**src/rtl/byte_alu_pkg.sv**
```systemverilog
// Purpose: shared constants, types and decode helpers for the byte alu
// Assumes: ahb-lite register access, 32-bit data, word transfers only
// Notes: byte addresses below are the bus byte offsets of each register
package byte_alu_pkg;

    localparam int DATA_W = 8;
    localparam int FADDR_W = 7;
    localparam int FILE_DEPTH = 128;
    localparam int BUS_AW = 12;

    // register map, byte offsets
    localparam logic [BUS_AW-1:0] OFS_INSTR = 12'h000;
    localparam logic [BUS_AW-1:0] OFS_WORK = 12'h004;
    localparam logic [BUS_AW-1:0] OFS_STAT = 12'h008;
    localparam logic [BUS_AW-1:0] OFS_FILE_BASE = 12'h200;
    localparam logic [BUS_AW-1:0] OFS_FILE_LAST = 12'h3fc;

    // instruction word fields
    localparam int INSTR_OP_LSB = 0;
    localparam int INSTR_DEST_BIT = 4;
    localparam int INSTR_FADDR_LSB = 8;
    localparam int INSTR_LIT_LSB = 16;
    localparam int INSTR_USED_W = 24;

    // status word fields
    localparam int STAT_C_BIT = 0;
    localparam int STAT_DIGIT_BIT = 1;
    localparam int STAT_Z_BIT = 2;

    // reset values
    localparam logic [DATA_W-1:0] WORK_RST = 8'h00;
    localparam logic [INSTR_USED_W-1:0] INSTR_RST = 24'h000000;
    localparam logic FLAG_RST = 1'b0;

    // destination select
    localparam logic DEST_WORK = 1'b0;
    localparam logic DEST_FILE = 1'b1;

    localparam logic [1:0] HTRANS_IDLE = 2'b00;
    localparam int HTRANS_ACTIVE_BIT = 1;
    localparam logic HRESP_OKAY = 1'b0;

    typedef enum logic [1:0]
    {
        OP_SUB_WORKING_FROM_FILE = 2'b00,
        OP_XOR_LITERAL_WORKING = 2'b01,
        OP_SWAP_NIBBLES_FILE = 2'b10,
        OP_XOR_WORKING_FILE = 2'b11
    } alu_op_e;

    typedef enum logic [1:0]
    {
        ST_IDLE = 2'b00,
        ST_WRITE = 2'b01,
        ST_RD_WAIT = 2'b10,
        ST_RD_DONE = 2'b11
    } bus_st_e;

    function automatic logic is_file_addr(input logic [BUS_AW-1:0] a);
        is_file_addr = (a >= OFS_FILE_BASE) && (a <= OFS_FILE_LAST);
    endfunction : is_file_addr

    function automatic logic [FADDR_W-1:0] file_index(
        input logic [BUS_AW-1:0] a);
        logic [BUS_AW-1:0] d;
        d = a - OFS_FILE_BASE;
        file_index = d[FADDR_W+1:2];
    endfunction : file_index

endpackage : byte_alu_pkg

```
**src/rtl/alu_if.sv**
```systemverilog
// Purpose: carries operands and results between sequencer and datapath
// Assumes: purely combinational exchange within one clock cycle
// Notes: ctl side drives operands, alu side drives results and flags
`timescale 1ns/1ps
interface alu_if;
    import byte_alu_pkg::*;
    alu_op_e op;
    logic dest;
    logic [DATA_W-1:0] w;
    logic [DATA_W-1:0] f;
    logic [DATA_W-1:0] lit;
    logic [DATA_W-1:0] result;
    logic to_file;
    logic c;
    logic dig_c;
    logic z;
    logic upd_cdc;
    logic upd_z;

    modport ctl (output op, dest, w, f, lit,
                 input result, to_file, c, dig_c, z, upd_cdc, upd_z);
    modport alu (input op, dest, w, f, lit,
                 output result, to_file, c, dig_c, z, upd_cdc, upd_z);
endinterface : alu_if

```
**src/rtl/byte_alu_core.sv**
```systemverilog
// Purpose: combinational byte datapath for subtract, xor and swap
// Assumes: operands stable for the whole cycle
// Notes: flags are offered with update enables; caller commits them
`timescale 1ns/1ps
module byte_alu_core
(
    // operand and result bundle
    alu_if.alu ab
);
    import byte_alu_pkg::*;

    always_comb
    begin
        ab.result = ab.w;
        ab.c = 1'b0;
        ab.dig_c = 1'b0;
        ab.upd_cdc = 1'b0;
        ab.upd_z = 1'b1;
        ab.to_file = (ab.dest == DEST_FILE);
        unique case (ab.op)
            OP_SUB_WORKING_FROM_FILE:
            begin
                ab.result = ab.f - ab.w;
                ab.c = (ab.w <= ab.f);
                ab.dig_c = (ab.w[3:0] <= ab.f[3:0]);
                ab.upd_cdc = 1'b1;
            end
            OP_XOR_LITERAL_WORKING:
            begin
                ab.result = ab.w ^ ab.lit;
                ab.to_file = 1'b0;
            end
            OP_SWAP_NIBBLES_FILE:
            begin
                ab.result = {ab.f[3:0], ab.f[7:4]};
                ab.upd_z = 1'b0;
            end
            OP_XOR_WORKING_FILE:
            begin
                ab.result = ab.w ^ ab.f;
            end
        endcase
        ab.z = (ab.result == '0);
    end

endmodule : byte_alu_core

```
**src/rtl/byte_alu_sub_xor_swap.sv**
```systemverilog
// Purpose: byte alu with working reg, 128-byte file and flags on ahb-lite
// Assumes: single word transfers; writing the instruction word executes it
// Notes: reads insert one wait state; writes take none
//
// Summary of operation
// - subtract gives file minus working, eight-bit two's complement
// - carry set when working <= file; digit carry likewise on low nibbles
// - destination bit 0 writes working, 1 writes file; file index 0..127
// - literal xor writes working, changes only the zero flag
// - swap exchanges file nibbles into destination, flags untouched
// - working xor file, routed by destination bit, zero flag only
//
// Register access over AHB-Lite and the register offsets were chosen for this implementation.
`timescale 1ns/1ps
module byte_alu_sub_xor_swap
(
    // clock and reset
    input wire logic core_clk,
    input wire logic sys_rst,
    // ahb-lite slave
    input wire logic hsel,
    input wire logic [31:0] haddr,
    input wire logic [1:0] htrans,
    input wire logic hwrite,
    input wire logic [2:0] hsize,
    input wire logic [31:0] hwdata,
    input wire logic hready,
    output logic [31:0] hrdata,
    output logic hreadyout,
    output logic hresp,
    // state for the core around
    output logic [byte_alu_pkg::DATA_W-1:0] working_reg,
    output logic carry_flag,
    output logic digit_carry_flag,
    output logic zero_flag
);
    import byte_alu_pkg::*;

    bus_st_e st_r;
    bus_st_e st_nxt;
    logic [BUS_AW-1:0] addr_r;
    logic [31:0] hrdata_r;
    logic [31:0] rd_mux;
    logic [INSTR_USED_W-1:0] instr_r;
    logic [DATA_W-1:0] w_r;
    logic c_r;
    logic dig_c_r;
    logic z_r;
    logic [DATA_W-1:0] file_mem [FILE_DEPTH];
    logic accept;
    logic wr_act;
    logic exec;
    logic [FADDR_W-1:0] ex_faddr;
    logic bus_file_wr;

    alu_if ab ();

    byte_alu_core u_core
    (
        .ab(ab.alu)
    );

    ////////////////////////////////////////////////////////////////////////
    // bus sequencing
    assign accept = hsel && hready && htrans[HTRANS_ACTIVE_BIT];
    assign wr_act = (st_r == ST_WRITE);
    assign hreadyout = (st_r != ST_RD_WAIT);
    assign hresp = HRESP_OKAY;
    assign hrdata = hrdata_r;

    always_comb
    begin
        st_nxt = ST_IDLE;
        unique case (st_r)
            ST_RD_WAIT:
            begin
                st_nxt = ST_RD_DONE;
            end
            ST_IDLE, ST_WRITE, ST_RD_DONE:
            begin
                if (accept)
                begin
                    st_nxt = hwrite ? ST_WRITE : ST_RD_WAIT;
                end
            end
        endcase
    end

    always_ff @(posedge core_clk)
    begin
        if (sys_rst)
        begin
            st_r <= ST_IDLE;
        end
        else
        begin
            st_r <= st_nxt;
        end
    end

    always_ff @(posedge core_clk)
    begin
        if (sys_rst)
        begin
            addr_r <= '0;
        end
        else if (accept)
        begin
            addr_r <= haddr[BUS_AW-1:0];
        end
    end

    always_comb
    begin
        rd_mux = '0;
        if (addr_r == OFS_INSTR)
        begin
            rd_mux[INSTR_USED_W-1:0] = instr_r;
        end
        else if (addr_r == OFS_WORK)
        begin
            rd_mux[DATA_W-1:0] = w_r;
        end
        else if (addr_r == OFS_STAT)
        begin
            rd_mux[STAT_C_BIT] = c_r;
            rd_mux[STAT_DIGIT_BIT] = dig_c_r;
            rd_mux[STAT_Z_BIT] = z_r;
        end
        else if (is_file_addr(addr_r))
        begin
            rd_mux[DATA_W-1:0] = file_mem[file_index(addr_r)];
        end
    end

    always_ff @(posedge core_clk)
    begin
        if (sys_rst)
        begin
            hrdata_r <= '0;
        end
        else if (st_r == ST_RD_WAIT)
        begin
            hrdata_r <= rd_mux;
        end
    end

    ////////////////////////////////////////////////////////////////////////
    // instruction issue
    assign exec = wr_act && (addr_r == OFS_INSTR);
    assign ex_faddr = hwdata[INSTR_FADDR_LSB +: FADDR_W];
    assign bus_file_wr = wr_act && is_file_addr(addr_r);
    assign ab.op = alu_op_e'(hwdata[INSTR_OP_LSB +: 2]);
    assign ab.dest = hwdata[INSTR_DEST_BIT];
    assign ab.lit = hwdata[INSTR_LIT_LSB +: DATA_W];
    assign ab.w = w_r;
    assign ab.f = file_mem[ex_faddr];

    always_ff @(posedge core_clk)
    begin
        if (sys_rst)
        begin
            instr_r <= INSTR_RST;
        end
        else if (exec)
        begin
            instr_r <= hwdata[INSTR_USED_W-1:0];
        end
    end

    ////////////////////////////////////////////////////////////////////////
    // working register
    always_ff @(posedge core_clk)
    begin
        if (sys_rst)
        begin
            w_r <= WORK_RST;
        end
        else if (wr_act && (addr_r == OFS_WORK))
        begin
            w_r <= hwdata[DATA_W-1:0];
        end
        else if (exec && !ab.to_file)
        begin
            w_r <= ab.result;
        end
    end

    // file registers
    always_ff @(posedge core_clk)
    begin
        if (bus_file_wr)
        begin
            file_mem[file_index(addr_r)] <= hwdata[DATA_W-1:0];
        end
        else if (exec && ab.to_file)
        begin
            file_mem[ex_faddr] <= ab.result;
        end
    end

    // status flags
    always_ff @(posedge core_clk)
    begin
        if (sys_rst)
        begin
            c_r <= FLAG_RST;
            dig_c_r <= FLAG_RST;
            z_r <= FLAG_RST;
        end
        else if (wr_act && (addr_r == OFS_STAT))
        begin
            c_r <= hwdata[STAT_C_BIT];
            dig_c_r <= hwdata[STAT_DIGIT_BIT];
            z_r <= hwdata[STAT_Z_BIT];
        end
        else if (exec)
        begin
            if (ab.upd_cdc)
            begin
                c_r <= ab.c;
                dig_c_r <= ab.dig_c;
            end
            if (ab.upd_z)
            begin
                z_r <= ab.z;
            end
        end
    end

    assign working_reg = w_r;
    assign carry_flag = c_r;
    assign digit_carry_flag = dig_c_r;
    assign zero_flag = z_r;

    logic [DATA_W-1:0] f_now;
    assign f_now = ab.f;
endmodule : byte_alu_sub_xor_swap

```
**config.mk**
```make
export PLATFORM = sky130hd
export DESIGN_NAME = byte_alu_sub_xor_swap
export DESIGN_NICKNAME = d
export VERILOG_FILES = /design/src/rtl/byte_alu_pkg.sv /design/src/rtl/alu_if.sv /design/src/rtl/byte_alu_core.sv /design/src/rtl/byte_alu_sub_xor_swap.sv
export SDC_FILE = /design/constraint.sdc
export NUM_CORES = 1
export LEC_CHECK = 0
export BUFFER_PORTS_ARGS = -buffer_cell sky130_fd_sc_hd__buf_2
export CORE_ASPECT_RATIO = 1.75
export CORE_MARGIN = 2
export CORE_UTILIZATION = 56
export CTS_BUF_LIST = sky130_fd_sc_hd__clkbuf_8
export DETAILED_ROUTE_END_ITERATION = 6
export PLACE_DENSITY = 0.75
export SLEW_MARGIN = 40
export SYNTH_ARGS = -nofsm -noshare
export SYNTH_HDL_FRONTEND = slang
export SYNTH_HIERARCHICAL = 1
export SYNTH_SLANG_ARGS = --single-unit
```
**constraint.sdc**
```tcl
create_clock -name core_clk -period 4.97 [get_ports core_clk]
set_clock_uncertainty 0.15 [all_clocks]
set_input_delay 0.2485 -clock core_clk [delete_from_list [all_inputs] [get_ports core_clk]]
set_output_delay 0.2485 -clock core_clk [all_outputs]
set_load 0.03 [all_outputs]
```
==> impl_metrics.env, run 1 <==
export IMPL_status="finished with violations"
export IMPL_violations="negative setup slack"
export IMPL_crit_required_ns=5.44
export IMPL_worstSkewPairLatency_ns=0.92
export IMPL_slowest_delay_ns=0.70
export IMPL_final_cell_mix="edfxtp_1, mux4_2, buf_4"
export IMPL_first_pass_iters=6
export IMPL_gp_congestion=1.03
export IMPL_nFillCells=6257
export IMPL_cts_htree_levels=4
export IMPL_die_y_um=407
export IMPL_critPathLaunchType="primary input"
export IMPL_wl_per_cell_um=38.9
export IMPL_cp_max_fo=18
export IMPL_synthCells=2932
export IMPL_dpl_hpwl_um=130000
export IMPL_clk_pin_slew_worst_paths_ns=0.07
export IMPL_grt_pass1_wl_um=254000
export IMPL_pin_count=119
export IMPL_tritoncts="yes"
export IMPL_setup_ws_ns=-0.0845
export IMPL_numCtsBuffers=157
export IMPL_leakagePower_nw=19.3
export IMPL_num_rows=148
export IMPL_avgSynthCellArea_um2=17.8
export IMPL_grt_pass1_vias=34300
export IMPL_initialDrtViolationCount=3963
export IMPL_placed_area_um2=56300
export IMPL_relSlewSlack_pct=36.9
export IMPL_critical_path_class="primary input to register"
export IMPL_final_setup_viol_count=150
export IMPL_antenna_found_initial=12
export IMPL_register_area_um2=32400
export IMPL_rsz0062_at_grt="true"
export IMPL_maxSlewViolCount=0
export IMPL_fin_area_um2=60200
export IMPL_path_cells="dlymetal6s4s_1 -> clkbuf_16 -> buf_6 -> mux4_2 -> mux4_2 -> mux4_2 -> o21a_4 -> ha_1 -> buf_4 -> o211ai_1 -> or3b_1 -> a2bb2o_4 -> mux2_4 -> buf_4"
export IMPL_coreArea_um2=92600
export IMPL_vias=33800
export IMPL_power_per_cell_area_nw_per_um2=317
export IMPL_clockBufferDepth=3
export IMPL_numClockSinks=1104
export IMPL_drt_vias_per_instance=7.17
export IMPL_fmax_mhz=198
export IMPL_regMostFlops="file_mem"
export IMPL_grt_use_total_pct=39.4
export IMPL_finalWirelength_um=184000
export IMPL_die_w_um=235
export IMPL_post_route_drc_count=0
export IMPL_worst_path_dominant_cell_family="multiplexers"
export IMPL_fin_total_pwr_mw=19.1
export IMPL_largest_reg_flops=1024
export IMPL_worstPathArrival_ns=5.53
export IMPL_drive_gt1_share_pct=36.0
export IMPL_multi_input_area_um2=18800
export IMPL_die_area_um2=95600
export IMPL_synth_warnings=6
export IMPL_endpoint_kind="register"
export IMPL_root_buffer="clkbuf_8"
export IMPL_cp_slowest_cell="mux4_2"
export IMPL_fin_crit_sh_pct=102
export IMPL_holdWs_ns=0.0482
export IMPL_layout_nets=3477
export IMPL_worstMarginPinSlew_ns=0.921
export IMPL_finalHoldViolCount=0
export IMPL_io_buffers=77
export IMPL_vdd_drop_max_uv=335
export IMPL_holdCritPathClass="primary input to register"
export IMPL_maxCapViolations=0
export IMPL_syn_cell_area_um2=52100
export IMPL_grt_max_degree=129
export IMPL_crit_buf_inv=5
export IMPL_area_growth_pct=15.6
export IMPL_ys_flop_type="edfxtp_1"
export IMPL_synth_cell_types=64
export IMPL_overflow=0
export IMPL_async_flop_share_pct=0
export IMPL_synth_edff_count=1024
export IMPL_initial_utilization_pct=56.3
export IMPL_yosysSeqAreaShare_pct=62.1
export IMPL_final_common_cell="edfxtp_1"
export IMPL_cpMostUsedCell="mux4_2"
export IMPL_drt_antenna_violating_nets=0
export IMPL_period_needed_ns=5.05
export IMPL_synth_seq_cells=1104
-- synth_stat cells (17+ instances only) --
cell      number  share of area, %
nand2_1      159               1.1
inv_1         24              0.17
nor2b_1       18              0.22
buf_4         19              0.27
a22oi_1       44              0.63
dfxtp_1       80               3.1
a21oi_1       67              0.64
mux2i_1      154               3.0
a221oi_1      23              0.39
nand2b_1      18              0.22
nand3_1       26              0.25
o21ai_0       52              0.50
edfxtp_1    1024                59
buf_2         71              0.68
nor2_1       214               1.5
mux2_2        17              0.37
mux4_2       535                23
buf_1         24              0.17
nor3_1        26              0.25
clkbuf_1     105              0.76
o22ai_1       41              0.49
-- routing by layer --
layer  vias up  wire [um]  global-route usage (%)
met2      2557      89500                    62.3
met1     17300      52600                    41.1
met4         6      22900                    38.0
met5         -         35                       0
met3       820      18700                    11.5
li1      13200          -                       -
-- repair_timing --
action                                  CTS  global route
hold buffers                             71             0
endpoints found under the hold margin   251             0
setup buffers                             0             4
gates resized for setup                   0            22
endpoints found under the setup margin    0           620
-- final cells by class --
class | instances | area share [%]
Timing Repair Buffer | 517 | 7.43
Clock buffer | 160 | 3.66
Inverter | 26 | 0.166
Clock inverter | 118 | 1.29
Multi-Input combinational cell | 1584 | 31.2
Tap cell | 1200 | 2.49
Antenna cell | 9 | 0.0374
Sequential cell | 1104 | 53.7
-- path summary, 6_finish.rpt --
kind / startpoint / to / slack, ns / cells past startpoint
hold reg to reg: instr_r[22]$_SDFFE_PP0N_ / instr_r[22]$_SDFFE_PP0N_ / 0.30 / 2
hold / removal: hwdata[18] / instr_r[18]$_SDFFE_PP0N_ / 0.05 / 4
setup / recovery: hwdata[9] / file_mem[27][5]$_DFFE_PP_ / -0.08 / 14
setup reg to reg: file_mem[7][4]$_DFFE_PP_ / file_mem[27][5]$_DFFE_PP_ / -0.01 / 11
-- cells by family after synthesis --
group,count (synthesis),synth area share [%]
other,1,0.00720
buffers and inverters,253,2.25
muxes,706,26.5
AOI/OAI and AO/OA,338,4.45
and+or+nand+nor,506,4.21
xor gates and xnor gates,11,0.185
adders and majority gates,13,0.327
DFF,1104,62.1
-- worst register-to-register path: cells and delay by family, from the launching register on --
family | cells | cell delay (ns)
and+or+nand+nor | 1 | 0.39
adders and majority gates | 1 | 0.36
muxes | 4 | 2.31
DFF | 1 | 0.39
AOI/OAI and AO/OA | 3 | 0.66
buffers and inverters | 2 | 0.43
-- stage by stage --
| stage | setup WS [ns] | setup TNS (ns) | utilization (%) | cells |
|---|---|---|---|---|
| after global routing | -0.0381 | -1.68 | 65.0 | 4710 |
| after floorplan | 0.00902 | 0 | - | 2940 |
| after detailed placement | -0.431 | -181.20 | 60.8 | 4353 |
| after global placement | -0.372 | -173.54 | 60.8 | 4352 |
| after CTS | 0.00605 | 0 | 64.8 | 4702 |
| final | -0.0845 | -8.52 | 65.0 | 4718 |
-- power breakdown --
| group | total, mW | switching (mW) | internal, mW |
|---|---|---|---|
| clock | 7.02 | 3.54 | 3.48 |
| combinational | 1.89 | 1.12 | 0.771 |
| sequential | 10.2 | 0.0282 | 10.2 |
| total | 19.1 | 4.68 | 14.4 |
Note: power is estimated with default switching activity, not from simulation.
==> run 2, diff against run 1 <==
- BUFFER_PORTS_ARGS: -buffer_cell sky130_fd_sc_hd__buf_2 -> -buffer_cell sky130_fd_sc_hd__clkbuf_2
==> impl_metrics.env, run 2 (same netlist as run 1, synthesis figures left out) <==
export IMPL_cts_htree_levels=4
export IMPL_area_growth_pct=17.8
export IMPL_dpl_hpwl_um=129000
export IMPL_drive_gt1_share_pct=37.5
export IMPL_leakagePower_nw=20.0
export IMPL_grt_use_total_pct=39.5
export IMPL_worstPathArrival_ns=5.71
export IMPL_slowest_delay_ns=0.58
export IMPL_regMostFlops="file_mem"
export IMPL_die_y_um=407
export IMPL_final_common_cell="edfxtp_1"
export IMPL_cp_slowest_cell="mux4_2"
export IMPL_vdd_drop_max_uv=286
export IMPL_initialDrtViolationCount=4630
export IMPL_die_w_um=235
export IMPL_numClockSinks=1104
export IMPL_vias=34500
export IMPL_overflow=0
export IMPL_tns_ns=-28.05
export IMPL_finalWirelength_um=191000
export IMPL_root_buffer="clkbuf_8"
export IMPL_tritoncts="yes"
export IMPL_holdPathStages=5
export IMPL_largest_reg_flops=1024
export IMPL_holdPathEnd="st_r[1]$_SDFF_PP0_"
export IMPL_critPathLaunch="file_mem[19][0]$_DFFE_PP_"
export IMPL_grt_pass1_vias=34500
export IMPL_power_share_sequential_pct=52.3
export IMPL_maxSlewViolCount=0
export IMPL_crit_required_ns=5.45
export IMPL_comb_power_share_pct=10.5
export IMPL_worst_path_dominant_cell_family="multiplexers"
export IMPL_r2r_slack_ns=-0.26
export IMPL_clk_pin_slew_worst_paths_ns=0.07
export IMPL_cp_max_fo=6
export IMPL_numCtsBuffers=154
export IMPL_clockBufferDepth=3
export IMPL_num_rows=148
export IMPL_final_setup_viol_count=207
export IMPL_grt_pass1_wl_um=257000
export IMPL_final_cell_mix="edfxtp_1, mux4_2, buf_4"
export IMPL_path_cells="mux4_2 -> mux4_2 -> mux4_2 -> o21a_1 -> inv_2 -> ha_4 -> inv_2 -> fa_2 -> a21o_1 -> a21oi_2 -> buf_4 -> o21ai_4 -> mux2i_2 -> o311ai_4 -> mux2_8 -> clkbuf_16"
export IMPL_initial_utilization_pct=56.3
export IMPL_antenna_found_initial=19
export IMPL_relSlewSlack_pct=36.4
export IMPL_grt_max_degree=76
export IMPL_p_switching_mw=4.85
export IMPL_setup_ws_ns=-0.261
export IMPL_first_pass_iters=7
export IMPL_r2r_end="file_mem[30][6]$_DFFE_PP_"
export IMPL_critPathLaunchType="register"
export IMPL_worstMarginPinSlew_ns=0.946
export IMPL_coreArea_um2=92600
export IMPL_layout_nets=3551
export IMPL_pin_count=119
export IMPL_wl_per_cell_um=39.9
export IMPL_p_int_mw=14.6
export IMPL_critical_path_class="register to register"
export IMPL_fin_total_pwr_mw=19.5
export IMPL_finalHoldViolCount=0
export IMPL_endpoint_kind="register"
export IMPL_worstSkewPairLatency_ns=0.91
export IMPL_status="finished with violations"
export IMPL_cpMostUsedCell="mux4_2"
export IMPL_crit_buf_inv=4
export IMPL_switching_share_pct=24.9
export IMPL_die_area_um2=95600
export IMPL_final_cell_count_no_fill=4794
export IMPL_r2r_start="file_mem[19][0]$_DFFE_PP_"
export IMPL_post_route_drc_count=0
export IMPL_holdCritPathClass="primary input to register"
export IMPL_fmax_mhz=191
export IMPL_maxCapViolations=0
export IMPL_violations="negative setup slack"
export IMPL_power_per_cell_area_nw_per_um2=318
export IMPL_io_buffers=77
export IMPL_place_inst=4386
export IMPL_gp_congestion=1.01
export IMPL_period_needed_ns=5.23
export IMPL_hold_start="hwrite"
export IMPL_fin_crit_sh_pct=105
export IMPL_rsz0062_at_grt="true"
export IMPL_rr_worst_depth=16
export IMPL_drt_vias_per_instance=7.20
export IMPL_clockPowerShare_pct=37.2
export IMPL_drt_antenna_violating_nets=0
run 2: cell count changes in the layout (fill, tap and decap cells not counted), sizes merged:
cell,change
inv,+9
diode,-6
mux2,+3
clkinv,-7
bufinv,+2
dlygate4sd3,-1
clkbuf,+89
buf,-13
run 2: area by class of cell:
type	instances	area, um^2
inverters	26	103
clock buffers	161	2220
diodes	3	7.51
well taps	1200	1500
flip-flops and latches	1104	32400
fillers	6084	31300
multi-input cells	1587	18900
clock inverters	122	865
repair buffers	591	5390
run 2: power groups by stage:
stage                     combinational (mW)  clock, mW  sequential, mW
after floorplan                        0.977          0            10.4
after global placement                  1.72          0            10.4
after detailed placement                1.74          0            10.4
after CTS                               1.79       7.27            10.2
after global routing                    2.09       7.62            10.2
final                                   2.05       7.24            10.2
run 2: worst max-delay path by stage:
| stage | end | slack [ns] | cells past startpoint |
|---|---|---|---|
| 2_1_floorplan | file_mem[0][2]$_DFFE_PP_ | 0.009 | 17 |
| 3_3_place_gp | file_mem[56][7]$_DFFE_PP_ | -0.45 | 15 |
| 3_5_place_dp | file_mem[56][7]$_DFFE_PP_ | -0.44 | 15 |
| 4_1_cts | file_mem[8][4]$_DFFE_PP_ | -0.004 | 16 |
| 5_1_grt | file_mem[1][6]$_DFFE_PP_ | -0.25 | 16 |
| 6_report | file_mem[30][6]$_DFFE_PP_ | -0.26 | 16 |
run 2: what timing repair did:
item                                    in CTS  in global routing
pin swaps                                    1                 13
endpoints found under the hold margin       89                  0
gates cloned                                 0                 34
buffers inserted                             0                 19
endpoints found under the setup margin      45                513
resized for setup                            1                 55
hold buffers                                70                  0
run 2: stage by stage:
stage / util (%) / hold slack [ns] / cell area, um^2 / setup WS, ns
after CTS: 65.1 / 0.00308 / 60300 / -0.00414
final: 66.2 / 0.0631 / 61300 / -0.261
after global placement: 61.0 / 0.293 / 56500 / -0.455
after detailed placement: 61.0 / 0.298 / 56500 / -0.439
after global routing: 66.2 / 0.0734 / 61300 / -0.248
after floorplan: - / 0.234 / 52100 / 0.00902
run 2: tightest hold or removal path, stage by stage:
cell and delay [ns]:
dlygate4sd3_1 0.53, clkbuf_2 0.12, nor2_1 0.05, nor2_1 0.08
nor2_1 0.05
run 2: per-layer routing:
metal	share of wire, %	vias up	global-route usage [%]
met1	29	17500	43.1
met4	12	28	34.6
met5	0.095	-	0
met3	12	851	11.3
li1	-	13300	-
met2	47	2823	62.4
